===== config.mk =====
export PLATFORM = sky130hd
export DESIGN_NAME = out_dly_top
export DESIGN_NICKNAME = d
export VERILOG_FILES = /design/src/out_dly_pkg.sv /design/src/dly_filter.sv /design/src/out_dly_top.sv
export SDC_FILE = /design/constraint.sdc
export NUM_CORES = 1
export LEC_CHECK = 0
export BUFFER_PORTS_ARGS = -buffer_cell sky130_fd_sc_hd__buf_2
export CAP_MARGIN = 10
export CORE_AREA = 2 2 120 180
export CTS_CLUSTER_SIZE = 24
export DETAILED_ROUTE_END_ITERATION = 6
export DIE_AREA = 0 0 122 182
export HOLD_SLACK_MARGIN = 0.12
export PLACE_DENSITY_LB_ADDON = 0.1
export SETUP_SLACK_MARGIN = 0.1
export SLEW_MARGIN = 20
export SYNTH_ARGS = -nofsm -noshare
export SYNTH_HDL_FRONTEND = slang
export SYNTH_SLANG_ARGS = --single-unit

===== constraint.sdc =====
create_clock -name pclk -period 7.05 [get_ports pclk]
set_clock_uncertainty 0.15 [all_clocks]
set_input_delay 0.3525 -clock pclk [delete_from_list [all_inputs] [get_ports pclk]]
set_output_delay 0.3525 -clock pclk [all_outputs]
set_load 0.1 [all_outputs]

===== src/out_dly_pkg.sv =====
// Purpose: shared constants and types for the output transition delay block
// Assumes: 50 MHz pclk, delays held in tenths of a second
// Notes: register offsets are byte addresses on a 32-bit apb bus
package out_dly_pkg;
    localparam int CLK_HZ = 50_000_000;
    localparam int TICK_MS = 100; // delay step in milliseconds
    localparam int TICK_CYC = (CLK_HZ / 1000) * TICK_MS;
    localparam int DLY_W = 10;
    localparam logic [9:0] DLY_MAX = 10'h3E8; // 100.0 s in tenths
    localparam logic [9:0] DLY_RST = 10'h000;
    localparam int N_OUT = 3; // term a, term b, relay
    localparam int OUT_A = 0;
    localparam int OUT_B = 1;
    localparam int OUT_RLY = 2;
    // register offsets
    localparam logic [7:0] FUNC_OFS = 8'h00;
    localparam logic [7:0] A_RISE_OFS = 8'h04;
    localparam logic [7:0] A_FALL_OFS = 8'h08;
    localparam logic [7:0] B_RISE_OFS = 8'h0C;
    localparam logic [7:0] B_FALL_OFS = 8'h10;
    localparam logic [7:0] R_RISE_OFS = 8'h14;
    localparam logic [7:0] R_FALL_OFS = 8'h18;
    localparam logic [7:0] STAT_OFS = 8'h1C;
    // function select field: two bits per output
    localparam int FUNC_W = 2;
    localparam logic [1:0] FN_RUN = 2'h0;
    localparam logic [1:0] FN_EXT = 2'h1;
    localparam logic [5:0] FUNC_RST = 6'h00;
    // status field positions
    localparam int ST_FILT = 0;
    localparam int ST_SRC = 3;
    localparam int ST_RUN = 6;
    typedef struct packed {
        logic [DLY_W-1:0] rise;
        logic [DLY_W-1:0] fall;
    } dly_pair_t;
endpackage


===== src/dly_filter.sv =====
// Purpose: one output's rise/fall transition delay filter
// Assumes: src is synchronous to pclk
// Notes: delay is exact to the cycle: setting times tick_cycles
`timescale 1ns/100ps
module dly_filter
    import out_dly_pkg::*;
#(
    parameter int TICK_CYCLES = TICK_CYC
) (
    input wire logic pclk,
    input wire logic presetn,
    input wire logic src,
    input wire dly_pair_t dly,
    output logic filt_r
);
    logic [31:0] pre_r;
    logic [DLY_W-1:0] ten_r;
    logic [DLY_W-1:0] tgt;
    logic pre_end;
    logic ten_end;

    // pick the delay for the pending edge
    assign tgt = src ? dly.rise : dly.fall;
    assign pre_end = (pre_r == 32'(TICK_CYCLES - 1));
    assign ten_end = (ten_r >= tgt - 10'h001); // a delay cut below the count so far ends at the next tick

    // output level: moves only when the mismatch has lasted the full delay
    always_ff @(posedge pclk or negedge presetn) begin
        if (!presetn) begin
            filt_r <= 1'b0;
        end else if (src != filt_r) begin
            if (tgt == DLY_RST) begin
                filt_r <= src;
            end else if (pre_end && ten_end) begin
                filt_r <= src;
            end
        end
    end

    // per-output prescaler restarts with each new pending edge, so the
    // delay never loses part of a tick to a shared divider phase
    always_ff @(posedge pclk or negedge presetn) begin
        if (!presetn) begin
            pre_r <= 32'h0;
            ten_r <= DLY_RST;
        end else if (src == filt_r || tgt == DLY_RST) begin
            pre_r <= 32'h0;
            ten_r <= DLY_RST;
        end else if (pre_end) begin
            pre_r <= 32'h0;
            ten_r <= ten_end ? DLY_RST : ten_r + 10'h001;
        end else begin
            pre_r <= pre_r + 32'h1;
        end
    end
endmodule


===== src/out_dly_top.sv =====
// Purpose: intelligent output delay block with apb register access
// Assumes: run_mode and ext_src come from logic on pclk
// Notes: open collector pins pull low while asserted
// Functional notes
// - each of the three outputs has its own independent rise and fall delay.
// - a nonzero delay ranges from 0.1 s to 100.0 s.
// - with a rise delay the output asserts only after the source held high for the whole delay.
// - a high pulse shorter than the rise delay never reaches the output.
// - with a fall delay the output drops only after the source held low for the whole delay.
// - a low gap shorter than the fall delay never reaches the output.
// - rise and fall delays act together on the same output.
// - terminal a has rise and fall settings of 0 to 100 s, reset to zero.
// - terminal b has rise and fall settings of 0 to 100 s, reset to zero.
// - the relay has rise and fall settings of 0 to 100 s, reset to zero.
// - the filter sits after the function select for every function.
// - function code 00 asserts the output while the drive runs.
// - the run output is active low, pulling the pin to ground.
// - the run output is deasserted while the drive is stopped.
`timescale 1ns/100ps
module out_dly_top
    import out_dly_pkg::*;
#(
    parameter int TICK_CYCLES = TICK_CYC
) (
    input wire logic pclk,
    input wire logic presetn,
    input wire logic psel,
    input wire logic penable,
    input wire logic pwrite,
    input wire logic [7:0] paddr,
    input wire logic [31:0] pwdata,
    output logic [31:0] prdata,
    output logic pready,
    output logic pslverr,
    input wire logic run_mode,
    input wire logic [N_OUT-1:0] ext_src,
    output logic [1:0] oc_o,
    output logic [1:0] oc_oe,
    output logic relay_coil
);
    dly_pair_t dly_r [N_OUT];
    logic [3*FUNC_W-1:0] func_r;
    logic [N_OUT-1:0] src;
    logic [N_OUT-1:0] filt;
    logic acc;
    logic wr_en;
    logic rd_en;
    logic hit;
    logic [DLY_W-1:0] wdly;
    logic [31:0] rd_nxt;

    // an access completes on the second access cycle, when pready is high
    assign acc = psel && penable;
    assign wr_en = acc && pwrite && pready;
    assign rd_en = acc && !pwrite && !pready;

    // clip writes above the top of range instead of rejecting them,
    // so software always ends up with a legal delay
    assign wdly = (pwdata > 32'(DLY_MAX)) ? DLY_MAX : pwdata[DLY_W-1:0];

    // decode of the mapped offsets
    always_comb begin
        unique case (paddr)
            FUNC_OFS, A_RISE_OFS, A_FALL_OFS, B_RISE_OFS: hit = 1'b1;
            B_FALL_OFS, R_RISE_OFS, R_FALL_OFS, STAT_OFS: hit = 1'b1;
            default: hit = 1'b0;
        endcase
    end

    // read mux, narrow fields in the low bits, upper bits read as zero
    always_comb begin
        rd_nxt = 32'h0;
        unique case (paddr)
            FUNC_OFS: rd_nxt[5:0] = func_r;
            A_RISE_OFS: rd_nxt[DLY_W-1:0] = dly_r[OUT_A].rise;
            A_FALL_OFS: rd_nxt[DLY_W-1:0] = dly_r[OUT_A].fall;
            B_RISE_OFS: rd_nxt[DLY_W-1:0] = dly_r[OUT_B].rise;
            B_FALL_OFS: rd_nxt[DLY_W-1:0] = dly_r[OUT_B].fall;
            R_RISE_OFS: rd_nxt[DLY_W-1:0] = dly_r[OUT_RLY].rise;
            R_FALL_OFS: rd_nxt[DLY_W-1:0] = dly_r[OUT_RLY].fall;
            STAT_OFS: begin
                rd_nxt[ST_FILT +: N_OUT] = filt;
                rd_nxt[ST_SRC +: N_OUT] = src;
                rd_nxt[ST_RUN] = run_mode;
            end
            default: rd_nxt = 32'h0;
        endcase
    end

    // bus handshake: one wait state, pready high for one cycle
    always_ff @(posedge pclk or negedge presetn) begin
        if (!presetn) begin
            pready <= 1'b0;
            pslverr <= 1'b0;
        end else begin
            pready <= acc && !pready;
            pslverr <= acc && !pready && !hit;
        end
    end

    // read data captured ahead of the completing edge
    always_ff @(posedge pclk or negedge presetn) begin
        if (!presetn) begin
            prdata <= 32'h0;
        end else if (rd_en) begin
            prdata <= hit ? rd_nxt : 32'h0;
        end
    end

    // function select register
    always_ff @(posedge pclk or negedge presetn) begin
        if (!presetn) begin
            func_r <= FUNC_RST;
        end else if (wr_en && paddr == FUNC_OFS) begin
            func_r <= pwdata[5:0];
        end
    end

    // delay settings, all zero after reset
    always_ff @(posedge pclk or negedge presetn) begin
        if (!presetn) begin
            for (int i = 0; i < N_OUT; i++) begin
                dly_r[i] <= '{rise: DLY_RST, fall: DLY_RST};
            end
        end else if (wr_en) begin
            unique case (paddr)
                A_RISE_OFS: dly_r[OUT_A].rise <= wdly;
                A_FALL_OFS: dly_r[OUT_A].fall <= wdly;
                B_RISE_OFS: dly_r[OUT_B].rise <= wdly;
                B_FALL_OFS: dly_r[OUT_B].fall <= wdly;
                R_RISE_OFS: dly_r[OUT_RLY].rise <= wdly;
                R_FALL_OFS: dly_r[OUT_RLY].fall <= wdly;
                default: ;
            endcase
        end
    end

    // per output: function select, then its own delay filter
    for (genvar g = 0; g < N_OUT; g++) begin : g_out
        logic [1:0] fsel;
        assign fsel = func_r[g*FUNC_W +: FUNC_W];
        // run status follows the drive mode: high in run, low in stop
        assign src[g] = (fsel == FN_RUN) ? run_mode :
                        (fsel == FN_EXT) ? ext_src[g] : 1'b0;
        dly_filter #(
            .TICK_CYCLES(TICK_CYCLES)
        ) u_filt (
            .pclk(pclk),
            .presetn(presetn),
            .src(src[g]),
            .dly(dly_r[g]),
            .filt_r(filt[g])
        );

        // checker side of this output: the delay setting for the pending edge and
        // the number of edges that its delay allows
        logic [DLY_W-1:0] chk_tgt;
        logic [39:0] chk_lim;
        logic [39:0] mis_cnt_r;
        assign chk_tgt = src[g] ? dly_r[g].rise : dly_r[g].fall;
        assign chk_lim = 40'(chk_tgt) * 40'(TICK_CYCLES); // 100 s at full rate overflows 32 bits

        // edges with source and output apart, restarted once they agree
        always_ff @(posedge pclk or negedge presetn) begin
            if (!presetn) begin
                mis_cnt_r <= 40'h0;
            end else if (src[g] != filt[g]) begin
                mis_cnt_r <= mis_cnt_r + 40'h1;
            end else begin
                mis_cnt_r <= 40'h0;
            end
        end

    end

    // pins: the transistor sinks to ground while the output is asserted;
    // one extra flop keeps every pin straight off a register
    always_ff @(posedge pclk or negedge presetn) begin
        if (!presetn) begin
            oc_o <= 2'h0;
            oc_oe <= 2'h0;
            relay_coil <= 1'b0;
        end else begin
            oc_o <= 2'h0;
            oc_oe <= filt[OUT_B:OUT_A];
            relay_coil <= filt[OUT_RLY];
        end
    end
endmodule


Word level (Yosys, flattened, before mapping)
Memories as Yosys holds them, arrays and structs flattened.
Cells that the tools add are included.
{"block": "word_totals", "ff_bits": 232, "rom_bits": 32, "in_bits": 49, "wordCells": 130, "memories": 1}
{"name": "(name not given)", "depth": 32, "word_bits": 1, "read_ports": 1, "rd_ports_with_merged_regs": 0, "wr": 0, "line": "out_dly_top.sv:63", "text": "unique case (paddr)"}
{"block": "classes", "n_addsub": 9, "magnitude_cmp": 4, "n_eq_ne": 19, "mux": 36, "reduce_logical": 40}
{"op": "32-bit two-way mux", "count": 6}
{"op": "10-bit two-way mux", "count": 14}
{"op": "32-bit by 1-bit adder with 32-bit output (second input constant)", "count": 3}
{"op": "32-bit by 23-bit equality test with 1-bit output (second input constant)", "count": 3}
{"op": "6-bit one-hot mux with 8 select lines", "count": 1}
{"op": "8-bit by 5-bit equality test with 1-bit output (second input constant)", "count": 4}
{"op": "32-bit by 10-bit > comparator with 1-bit output (second input constant)", "count": 1}
{"op": "10-bit by 1-bit adder with 10-bit output (second input constant)", "count": 3}
{"op": "10-bit >= comparator", "count": 3}
{"op": "10-bit logical NOT", "count": 3}
{"op": "10-bit by 1-bit subtractor with 10-bit output (second input constant)", "count": 3}
{"op": "3-bit one-hot mux with 6 select lines", "count": 1}
{"op": "2-bit AND reduction", "count": 9}
{"op": "8-bit by 4-bit equality test with 1-bit output (second input constant)", "count": 2}
{"op": "1-bit two-way mux", "count": 13}
{"op": "2-bit nonzero test", "count": 6}
{"op": "1-bit logical AND", "count": 11}
{"op": "8-bit by 3-bit equality test with 1-bit output (second input constant)", "count": 1}
{"op": "8-bit logical NOT", "count": 1}
{"op": "1-bit one-hot mux with 7 select lines", "count": 1}
{"op": "2-bit by 1-bit equality test with 1-bit output (second input constant)", "count": 3}
{"op": "2-bit logical NOT", "count": 3}
{"op": "1-bit equality test", "count": 3}
{"op": "1-bit logical NOT", "count": 3}
{"op": "3 further kinds", "count": 7}

Longest topological paths before layout
Gate-level depths: netlist of run 1.
{"block": "logic_depth", "ltp_word": 9, "ltp_mapped": 17, "ltp_nobuf": 15}

Cells and area by module
Synthesis of run 1 repeated with hierarchy kept, for this count alone.
{"block": "unflattened", "cells_unflattened": 1260, "hier_area_um2": 12310.6}
{"module": "dly_filter (g_out[0].u_filt ...)", "n_inst": 2, "cells_each": 284, "area_per_inst_um2": 2667.6}
{"module": "out_dly_top", "n_inst": 1, "cells_each": 409, "area_per_inst_um2": 4334.2}
{"module": "dly_filter (g_out[1].u_filt)", "n_inst": 1, "cells_each": 283, "area_per_inst_um2": 2641.3}

Worst setup path after synthesis of run 1
OpenSTA, ideal clock, no wires.
{"block": "synth_path", "kind": "register to register", "from": "reg func_r[4]", "to": "reg g_out[2].u_filt.ten_r[6]", "setup_time_ns": 0.078, "arrival_ns": 3.815, "setup_slack_ns": 3.007, "path_stages_with_launch": 17, "path_buffers": 2, "period_less_slack_ns": 4.043, "cell_sequence": "dfrtp_1 mux2i_1 nor2_4 clkbuf_1 mux2i_1 ha_1 nor3b_1 nand3b_1 mux2_2 xnor2_1 ha_1 nand2_1 o21ai_0 a21oi_1 clkbuf_1 o21ai_0 a21oi_1"}
{"block": "synth_via", "elab_chain_len": 9, "elab_cells_between_ends": 14, "cone_classes": "add/sub: 1; order compare: 1; eq/ne: 2; mux: 6; reduce/logical: 4"}
{"element": "from (decl)", "line": "out_dly_top.sv:42", "text": "logic [3*FUNC_W-1:0] func_r;"}
{"element": "from (signal assigned)", "line": "out_dly_top.sv:115", "text": "func_r <= pwdata[5:0];"}
{"element": "2-bit by 1-bit equality test with 1-bit output", "line": "out_dly_top.sv:144", "text": "(fsel == FN_EXT) ? ext_src[g] : 1'b0;"}
{"element": "1-bit two-way mux", "line": "out_dly_top.sv:144"}
{"element": "1-bit two-way mux *", "line": "out_dly_top.sv:143", "text": "assign src[g] = (fsel == FN_RUN) ? run_mode :"}
{"element": "10-bit two-way mux"}
{"element": "10-bit by 1-bit subtractor with 10-bit output", "line": "dly_filter.sv:25", "text": "assign ten_end = (ten_r >= tgt - 10'h001);"}
{"element": "10-bit >= comparator", "line": "dly_filter.sv:25"}
{"element": "10-bit two-way mux", "line": "dly_filter.sv:51", "text": "ten_r <= ten_end ? DLY_RST : ten_r + 10'h001;"}
{"element": "10-bit two-way mux", "line": "dly_filter.sv:49", "text": "end else if (pre_end) begin"}
{"element": "10-bit two-way mux", "line": "dly_filter.sv:46", "text": "end else if (src == filt_r || tgt == DLY_RST) begin"}
{"element": "to (signal assigned)", "line": "dly_filter.sv:51"}
{"element": "to (decl)", "line": "dly_filter.sv:17", "text": "logic [DLY_W-1:0] ten_r;"}
Mark *: on every way between the ends. The rest lies on a longest branch, timed or not. The select of a mux whose other input is x is not followed.
A chain may end at the register's enable or synchronous reset.

Worst setup path in the final report of run 1
{"block": "layout_path", "from": "reg func_r[0]", "to": "reg g_out[0].u_filt.filt_r"}
{"block": "layout_via", "elab_chain_len": 9, "elab_cells_between_ends": 14, "cone_classes": "add/sub: 1; order compare: 1; eq/ne: 2; mux: 5; reduce/logical: 5"}
{"element": "2-bit by 1-bit equality test with 1-bit output", "line": "out_dly_top.sv:144"}
{"element": "1-bit two-way mux", "line": "out_dly_top.sv:144"}
{"element": "1-bit two-way mux *", "line": "out_dly_top.sv:143"}
{"element": "10-bit two-way mux"}
{"element": "10-bit by 1-bit subtractor with 10-bit output", "line": "dly_filter.sv:25"}
{"element": "10-bit >= comparator", "line": "dly_filter.sv:25"}
{"element": "1-bit logical AND", "line": "dly_filter.sv:34", "text": "end else if (pre_end && ten_end) begin"}
{"element": "2-bit nonzero test (no line)"}
{"element": "2-bit AND reduction (no line)"}
{"element": "to (signal assigned)", "line": "dly_filter.sv:33", "text": "filt_r <= src;"}
{"element": "to (signal assigned)", "line": "dly_filter.sv:35", "text": "filt_r <= src;"}
{"element": "to (decl)", "line": "dly_filter.sv:14", "text": "output logic filt_r"}
Marks and branches as above.

==> metrics, run 1 <==
CTS Root Cell=clkbuf_16; Worst slew margin=27.9%; HP Start=paddr[7]; Async SR Flop Fraction=100%; IR drop worst, VDD=0.000205 V; Cell Area, Synth=12100 sq um; Yosys warning count=0; Max Slew Vio Count=0; average instance area after synthesis=9.24 sq um; CTS tree=yes; Fin Setup TNS=0 ns; largest net degree at the start of global routing=77; die area=22200 sq um; leading cell type in the layout, fill and taps excluded=dfrtp_1; first-pass GRT wire length=47800 microns; cell count after synthesis=1312; Routed WL=29200 microns; Core Region=20700 sq um; crit path DAT=4.55 ns; setup bufs post-CTS=0; DR vias/cell=5.91; WP data required=7.30 ns; post-synth cell types=67; Seq cells post-synth=210; Synth Flop Type=dfrtp_1; Hold Path End=prdata[5]; CP max FO=19; Via Count=9758; Final HPWL DP=20700 microns; drt drc=0; worst reg2reg path depth=14; Setup crit end kind=register; Die Wd=122 microns; GRT Total Usage=26.7%; static leakage=5.83 nW; total gr overflow=0; CP startpoint kind=register; CTS sink count=210; Die Ht=182 microns; most frequent cells in the layout=dfrtp_1, nand2_1, nor2_1; share of cells above drive strength 1=10.2%; reg2reg start=func_r[0]; Post-synth EDFFs=0; Routability Congestion=0.907; vias in the first global route=9618; cts bufs inserted=21; min Tclk post-route=4.30 ns; Final #Nets=1460; Max-Cap Viols=0; Reg clk slew, reported paths=0.06 ns; critical path type=reg -> reg; Clock Latency Late Sink=0.51 ns; area growth from synthesis to layout=9.88%; initial antenna violation count=1; # resized after CTS=0; Peak Freq=233 MHz; 1st-iter DRT viols=533; Setup-failing EPs final=0; Starting Density=58.4%; num rows=65; status=finished clean; 1st-pass router iterations=5; HP Class=in -> reg; final core occ=64.2%; WL per Instance=17.7 microns; Hold Vio Cnt, Final=0; RSZ-0062 raised after global routing=false; Seq/Total Area, Yosys=43.4%; Critical R2R Capture=g_out[0].u_filt.filt_r; worst slew pin tran=1.07 ns; Period Utilization, post-route=61.0%; hold buffers post-CTS=15; WHS Path Cells=4; R2R setup slack=2.75 ns; Antenna Nets Post-Route=0; H-tree levels=1; I/O Buffers=63; Ports=88; Power per Cell Area=187 nW/um^2; CTS max path bufs=3
[how the worst max path moves through the flow]
stage,from,endpoint,slack (ns),cells after the start
finish,func_r[0],g_out[0].u_filt.filt_r,2.75,14
global route,func_r[2],g_out[1].u_filt.filt_r,2.36,14
CTS,func_r[4],g_out[2].u_filt.filt_r,2.76,14
detailed placement,run_mode,g_out[2].u_filt.filt_r,2.73,15
global placement,run_mode,g_out[2].u_filt.filt_r,2.44,15
floorplan,func_r[4],g_out[2].u_filt.ten_r[6],3.01,16
[layer usage]
| metal | track usage [%] | vias up | part of all wire (%) |
|---|---|---|---|
| li1 | - | 4716 | - |
| met1 | 32.2 | 4740 | 41 |
| met2 | 47.5 | 230 | 51 |
| met3 | 3.42 | 70 | 4.5 |
| met4 | 10.9 | 2 | 3.6 |
| met5 | 0 | - | 0.024 |
[sequential cells by signal, indices dropped and copies added, names as in the netlist]
signal / count
dly_r: 60
func_r: 6
g_out.u_filt.filt_r: 3
g_out.u_filt.pre_r: 96
g_out.u_filt.ten_r: 30
oc_oe: 2
prdata: 10
pready: 1
pslverr: 1
relay_coil: 1
[cells in the mapped netlist (all sizes together), types with 3 or more instances]
master	number	area, sq um
buf	41	272
mux4	4	90.1
mux2	15	169
o22ai	5	31.3
nand4b	6	52.6
and4	20	176
nand2	175	657
o31ai	3	22.5
a211oi	5	37.5
a31oi	17	106
nor3b	8	60.1
nor3	31	166
clkbuf	29	109
a221oi	4	35.0
a41oi	4	35.0
a21oi	32	160
a22oi	4	30.0
o2bb2ai	4	35.0
or2	4	25.0
nor2b	3	18.8
dfrtp	210	5260
or3	10	67.6
nand2b	6	37.5
xnor2	41	359
nand4	27	169
nand3	82	415
inv	9	33.8
ha	39	488
nor4	18	155
nand3b	7	52.6
o21ai	81	405
nor2	164	638
or4	7	63.8
and3	24	150
and2	11	68.8
nor4bb	3	30.0
mux2i	40	400
nor4b	8	70.1
xor2	94	823
[power by group]
group / internal [W] / switching, W
Clock: 0.000596 / 0.000463
Sequential: 0.00121 / 0.00000817
Combinational: 0.0000482 / 0.000163
Total: 0.00186 / 0.000635
[critical path, stage by stage, from the launching register on]
cell	delay, ns
dfrtp_1	0.41
mux2i_1	0.25
nor2_2	0.79
mux2i_1	0.34
ha_1	0.33
nand3b_1	0.13
xnor2_1	0.16
mux2i_1	0.11
ha_1	0.36
a41oi_1	0.12
o2bb2ai_1	0.17
a21oi_1	0.08
buf_4	0.20
o21ai_0	0.23
mux2_2	0.37
[cell type report]
class                      count  area (sq um)
antenna                        1          2.50
clock buffer                  30           609
clock inverter                 3          21.3
fill                        1759          7420
inverter                       9          33.8
multi-input combinational   1046          6540
sequential                   210          5260
tap                          268           335
timing repair buffer          84           519
[cells by family (layout without fill, tap and decap cells)]
group,count (synthesis),after routing,synth area share (%)
adder cells (fa/ha/maj),39,39,4.03
flip-flops,210,210,43.4
other,1,25,0.0309
AND/OR/NAND/NOR,616,616,25.5
XOR/XNOR,135,135,9.76
AO/OA/AOI/OAI,173,173,8.43
buffers and inverters,79,126,3.42
multiplexers,59,59,5.44
[stage by stage]
step	total power [W]	setup slack [ns]	hold WS (ns)	instance area, sq um	cells
after floorplan	0.00140	3.01	-0.0931	12200	1335
after global placement	0.00145	2.44	0.214	12500	1602
after detailed placement	0.00145	2.73	0.219	12500	1602
after CTS	0.00251	2.76	0.157	13300	1650
after global routing	0.00257	2.36	0.195	13300	1650
final	0.00249	2.75	0.178	13300	1651
Power figures use the tool's default switching activity.
==> run 2, diff against run 1 <==
Clock period 7.05 ns to 4.5 ns, I/O delays scaled along.
==> run 2 against run 1 <==
Effect of this change: maximum frequency rose by 7.7%; setup slack worse by 2.2 ns; sequential share of layout area down 0.32 points; highest routed layer unchanged; register-to-register slack got worse by 2.2 ns; final cell count rose by 0.79%; design area up 0.83%; total power increased by 59%; utilization increased by 0.53 points; routed wire length decreased by 0.36%; clock power rose by 63%; combinational power is 58% higher.
==> metrics, run 2 (same netlist as run 1, synthesis figures left out) <==
worst reg2reg path depth=16 (was 14); critical path type=reg -> reg (unchanged); R2R setup slack=0.51 ns (was 2.75 ns); Hold Vio Cnt, Final=0 (unchanged); setup bufs post-CTS=0 (unchanged); Max Slew Vio Count=0 (unchanged); max reg flops=96 (unchanged); Reg clk slew, reported paths=0.06 ns (about the same); I/O Buffers=63 (unchanged); Setup-failing EPs final=0 (unchanged); share of cells above drive strength 1=10.7% (was 10.2%); WP data required=4.77 ns (was 7.30 ns); drt drc=0 (unchanged); CTS tree=yes (unchanged); vias in the first global route=9722 (was 9618); Multi-input gate area=6540 sq um (about the same); most frequent cells in the layout=dfrtp_1, nand2_1, nor2_1 (unchanged); Power, Total=0.00397 W (was 0.00249 W); IR drop worst, VDD=0.000319 V (was 0.000205 V); fin area=13400 sq um (was 13300 sq um); area growth from synthesis to layout=10.8% (was 9.88%); Fin Setup TNS=0 ns (unchanged); Routed WL=29100 microns (was 29200 microns); Die Wd=122 microns (unchanged); Worst slew margin=29.9% (was 27.9%); CTS max path bufs=3 (unchanged); Starting Density=58.4% (unchanged); die area=22200 sq um (unchanged); CP endpoint=g_out[2].u_filt.ten_r[4] (was g_out[0].u_filt.filt_r); HP Class=in -> async (was in -> reg); Seq. cell area=5260 sq um (unchanged); 1st-iter DRT viols=637 (was 533); Ports=88 (unchanged); Final #Nets=1469 (was 1460); Final HPWL DP=20900 microns (was 20700 microns); Largest regs=g_out.u_filt.pre_r x96, dly_r x60, g_out.u_filt.ten_r x30 (unchanged); Power per Cell Area=296 nW/um^2 (was 187 nW/um^2); 1st-pass router iterations=6 (was 5); total placed instance area=12600 sq um (was 12500 sq um); Critical R2R Capture=g_out[2].u_filt.ten_r[4] (was g_out[0].u_filt.filt_r); num rows=65 (unchanged); Setup crit start=func_r[4] (was func_r[0]); total gr overflow=0 (unchanged); H-tree levels=1 (unchanged); # resized after CTS=0 (unchanged); CP max FO=19 (unchanged); final setup margin=0.509 ns (was 2.75 ns); CTS Root Cell=clkbuf_16 (unchanged); worst slew pin tran=1.04 ns (was 1.07 ns); Via Count=9778 (was 9758); initial antenna violation count=3 (was 1); GRT Total Usage=26.6% (was 26.7%); Die Ht=182 microns (unchanged); status=finished clean (unchanged); Peak Freq=251 MHz (was 233 MHz); Max-Cap Viols=0 (unchanged); CTS sink count=210 (unchanged); crit path DAT=4.27 ns (was 4.55 ns); min Tclk post-route=3.99 ns (was 4.30 ns); Clock Latency Late Sink=0.51 ns (about the same); CP startpoint kind=register (unchanged); RSZ-0062 raised after global routing=false (unchanged); Antenna Nets Post-Route=0 (unchanged); Routability Congestion=0.904 (was 0.907); Period Utilization, post-route=88.7% (was 61.0%); DR vias/cell=5.88 (was 5.91); Setup crit end kind=register (unchanged); cts bufs inserted=22 (was 21); reg2reg start=func_r[4] (was func_r[0]); post-place setup slack=0.483 ns (was 2.73 ns); Core Region=20700 sq um (unchanged); leading cell type in the layout, fill and taps excluded=dfrtp_1 (unchanged); static leakage=5.89 nW (was 5.83 nW); worst hold slack=0.172 ns (was 0.178 ns); most flop-heavy register=g_out.u_filt.pre_r (unchanged); # fillers=1739 (was 1759); largest net degree at the start of global routing=97 (was 77); WL per Instance=17.5 microns (was 17.7 microns); first-pass GRT wire length=47900 microns (was 47800 microns)
run 2: cell type report:
| type | count | share of cell area (%) |
|---|---|---|
| Sequential cell | 210 | 39.1 |
| Inverter | 9 | 0.252 |
| Multi-Input combinational cell | 1046 | 48.7 |
| Antenna cell | 1 | 0.0186 |
| Clock inverter | 7 | 0.391 |
| Clock buffer | 31 | 4.65 |
| Timing Repair Buffer | 92 | 4.37 |
| Tap cell | 268 | 2.50 |
run 2: routing by layer:
metal	GRT usage (%)	share of wire (%)	up-vias
met5	0	0.093	-
met4	9.38	3.3	4
met3	3.93	4.4	71
met2	47.7	52	234
met1	32.2	40	4728
li1	-	-	4741
run 2: worst max-delay path, cell delays in order, from the launching register on:
cell      delay (ns)
dfrtp_1         0.40
mux2i_1         0.17
nor2_4          0.44
mux2i_1         0.31
ha_1            0.28
nor3b_1         0.38
nand3b_1        0.11
mux2_2          0.31
xnor2_1         0.19
ha_1            0.25
nand2_1         0.07
o21ai_0         0.07
a21oi_1         0.12
buf_4           0.17
buf_4           0.17
nand3_1         0.08
a31oi_1         0.22
run 2: how the worst min path moves through the flow:
stage	from	to	slack, ns	depth (start not counted)
CTS	paddr[7]	prdata[3]	0.17	5
floorplan	presetn	dly_r[0]	-0.22	0
finish	presetn	g_out[2].u_filt.pre_r[21]	0.17	2
detailed placement	presetn	g_out[2].u_filt.pre_r[21]	0.21	1
global route	paddr[2]	prdata[3]	0.22	3
global placement	presetn	g_out[2].u_filt.pre_r[19]	0.20	1
run 2: power by group:
part / leakage (nW) / total [W] / internal [W] / switching [W]
Combinational: 2.64 / 0.000334 / 0.0000778 / 0.000256
Sequential: 2.92 / 0.00191 / 0.00190 / 0.0000124
Clock: 0.338 / 0.00173 / 0.000972 / 0.000753
Total: 5.89 / 0.00397 / 0.00295 / 0.00102
run 2: per-stage QoR:
| step | utilization [%] | std cells |
|---|---|---|
| finish | 64.7 | 1664 |
| global route | 64.7 | 1664 |
| CTS | 64.7 | 1663 |
| detailed placement | 60.6 | 1607 |
| global placement | 60.6 | 1607 |
| floorplan | - | 1335 |
run 2: repair_timing:
item	in CTS	in global routing
hold endpoints to repair	158	0
setup endpoints to repair	0	0
hold buffers	18	0
==> run 3, diff against run 2 <==
Settings changed: PLACE_DENSITY from default to 0.8, PLACE_DENSITY_LB_ADDON 0.1 to default.
Clock period 4.5 ns to 4 ns, I/O delays scaled along.
==> run 3 against run 2 <==
Effect of this change: register-to-register slack got worse by 0.07 ns; critical path depth fell by 1; sequential power rose by 13%; non-clock buffer count did not move; final cell count barely moved; die area did not move; clock power rose by 40%; total power rose by 25%; flip-flop and latch count did not move; global-route usage rose by 0.87 points; clock-buffer cell count fell by 4.
==> metrics, run 3 (same netlist as run 1, synthesis figures left out) <==
WP data required=4.27 ns (was 4.77 ns); R2R setup slack=0.44 ns (was 0.51 ns); WHS Path Cells=5; HP Class=in -> reg (was in -> async); static leakage=5.99 nW (was 5.89 nW); Antenna Nets Post-Route=0 (unchanged); met1 Use GR=33.1% (was 32.2%); H-tree levels=1 (unchanged); Clock Latency Late Sink=0.52 ns (was 0.51 ns); Starting Density=58.4% (unchanged); DR vias/cell=6.09 (was 5.88); num rows=65 (unchanged); Hold Vio Cnt, Final=0 (unchanged); Seq. cell area=5260 sq um (unchanged); total placed instance area=12600 sq um (about the same); Peak Freq=281 MHz (was 251 MHz); RSZ-0062 raised after global routing=false (unchanged); crit path DAT=3.83 ns (was 4.27 ns); first-pass GRT wire length=49600 microns (was 47900 microns); Ports=88 (unchanged); Routed WL=30200 microns (was 29100 microns); setup bufs post-CTS=0 (unchanged); most flop-heavy register=g_out.u_filt.pre_r (unchanged); Setup crit end kind=register (unchanged); die area=22200 sq um (unchanged); HP Start=paddr[5]; met2 global-route usage=47.9% (was 47.7%); CTS max path bufs=3 (unchanged); Worst slew margin=37.9% (was 29.9%); worst reg2reg path depth=15 (was 16); WL per Instance=18.1 microns (was 17.5 microns); Power per Cell Area=363 nW/um^2 (was 296 nW/um^2); Core Region=20700 sq um (unchanged); initial antenna violation count=2 (was 3); I/O Buffers=63 (unchanged); CTS tree=yes (unchanged); Hold Path End=prdata[3]; reg2reg start=func_r[0] (was func_r[4]); cts bufs inserted=22 (unchanged); Final HPWL DP=20800 microns (was 20900 microns); share of cells above drive strength 1=11.3% (was 10.7%); total gr overflow=0 (unchanged); worst slew pin tran=0.925 ns (was 1.04 ns); Max Slew Vio Count=0 (unchanged); Multi-input gate area=6550 sq um (was 6540 sq um); Max-Cap Viols=0 (unchanged); CP max FO=18 (was 19); # fillers=1644 (was 1739); diode count=0 (was 1); status=finished clean (unchanged); Fin Setup TNS=0 ns (unchanged); Via Count=10100 (was 9778); CP startpoint kind=register (unchanged); area growth from synthesis to layout=12.6% (was 10.8%); Largest regs=g_out.u_filt.pre_r x96, dly_r x60, g_out.u_filt.ten_r x30 (unchanged); most frequent cells in the layout=dfrtp_1, nand2_1, nor2_1 (unchanged); Critical R2R Capture=g_out[0].u_filt.ten_r[4] (was g_out[2].u_filt.ten_r[4]); critical path type=reg -> reg (unchanged); Setup-failing EPs final=0 (unchanged); fin area=13600 sq um (was 13400 sq um); busiest grt layer=met2 (unchanged); IR drop worst, VDD=0.000329 V (was 0.000319 V); Reg clk slew, reported paths=0.07 ns (was 0.06 ns); Setup crit start=func_r[0] (was func_r[4]); Routability Congestion=0.957 (was 0.904); CTS sink count=210 (unchanged); drt drc=0 (unchanged); Final #Nets=1469 (unchanged); Die Ht=182 microns (unchanged); leading cell type in the layout, fill and taps excluded=dfrtp_1 (unchanged); CTS Root Cell=clkbuf_16 (unchanged); min Tclk post-route=3.56 ns (was 3.99 ns); GR Util met3=4.62% (was 3.93%); Period Utilization, post-route=89.0% (was 88.7%); 1st-pass router iterations=6 (unchanged); GRT Total Usage=27.5% (was 26.6%); Die Wd=122 microns (unchanged); vias in the first global route=10000 (was 9722); largest net degree at the start of global routing=103 (was 97); max reg flops=96 (unchanged); 1st-iter DRT viols=751 (was 637)
## run 3: cell types whose count changed in the layout (fill, tap and decap cells not counted), moves of 2 or more
cell / change
mux2i_2: +2
mux2i_1: -2
clkbuf_8: -2
bufinv_16: +7
inv_6: +2
clkinv_2: -3
clkbuf_1: -3
## run 3: area by class of cell
cell class,instances,area share [%]
Clock buffer,27,4.48
Clock inverter,13,1.86
Inverter,9,0.248
Multi-Input combinational cell,1046,48.0
Sequential cell,210,38.5
Tap cell,268,2.46
Timing Repair Buffer,92,4.39
## run 3: worst max path at each step
stage                               endpoint  slack [ns]  cells past startpoint
finish              g_out[0].u_filt.ten_r[4]        0.44                     15
global route        g_out[1].u_filt.ten_r[7]        0.11                     15
CTS                 g_out[2].u_filt.ten_r[2]        0.31                     15
detailed placement  g_out[2].u_filt.ten_r[2]        0.32                     15
global placement      g_out[2].u_filt.filt_r        0.56                     14
floorplan           g_out[2].u_filt.ten_r[9]        0.21                     16
## run 3: timing repair
item	in CTS	in global routing
setup endpoints to repair	0	22
gates resized for setup	0	3
hold buffers	18	0
hold endpoints to repair	165	0
## run 3: metrics by stage
step / setup WS (ns) / power, W / instances / hold slack (ns) / util (%)
finish: 0.440 / 0.00496 / 1665 / 0.170 / 65.8
global route: 0.113 / 0.00509 / 1665 / 0.240 / 65.8
CTS: 0.309 / 0.00498 / 1665 / 0.142 / 65.7
detailed placement: 0.321 / 0.00255 / 1607 / 0.211 / 60.7
global placement: 0.558 / 0.00255 / 1607 / 0.199 / 60.7
floorplan: 0.206 / 0.00246 / 1335 / -0.246 / -
## run 3: where the power goes
group / internal [W] / leakage (nW) / switching, W
Combinational: 0.0000895 / 2.65 / 0.000289
Clock: 0.00155 / 0.420 / 0.000883
Sequential: 0.00214 / 2.92 / 0.0000144
## run 3: routing by layer
layer | wire (microns) | part of all wire [%] | vias to the layer above
li1 | - | - | 4735
met1 | 11500 | 38 | 4946
met2 | 15600 | 52 | 367
met3 | 1880 | 6.2 | 90
met4 | 1170 | 3.9 | 4
met5 | 26 | 0.086 | -
## run 3: worst max-delay path, cell delays in order (launching register included)
cell and delay, ns:
dfrtp_1 0.42, mux2i_2 0.21, nor2_2 0.17, buf_4 0.28, mux2i_1 0.35, nand3b_1 0.14
xnor2_1 0.14, mux2i_1 0.19, ha_1 0.29, a21oi_1 0.14, nand2_1 0.07, o2bb2ai_1 0.12
a21oi_1 0.20, buf_4 0.25, nand3_1 0.11, a31oi_1 0.22
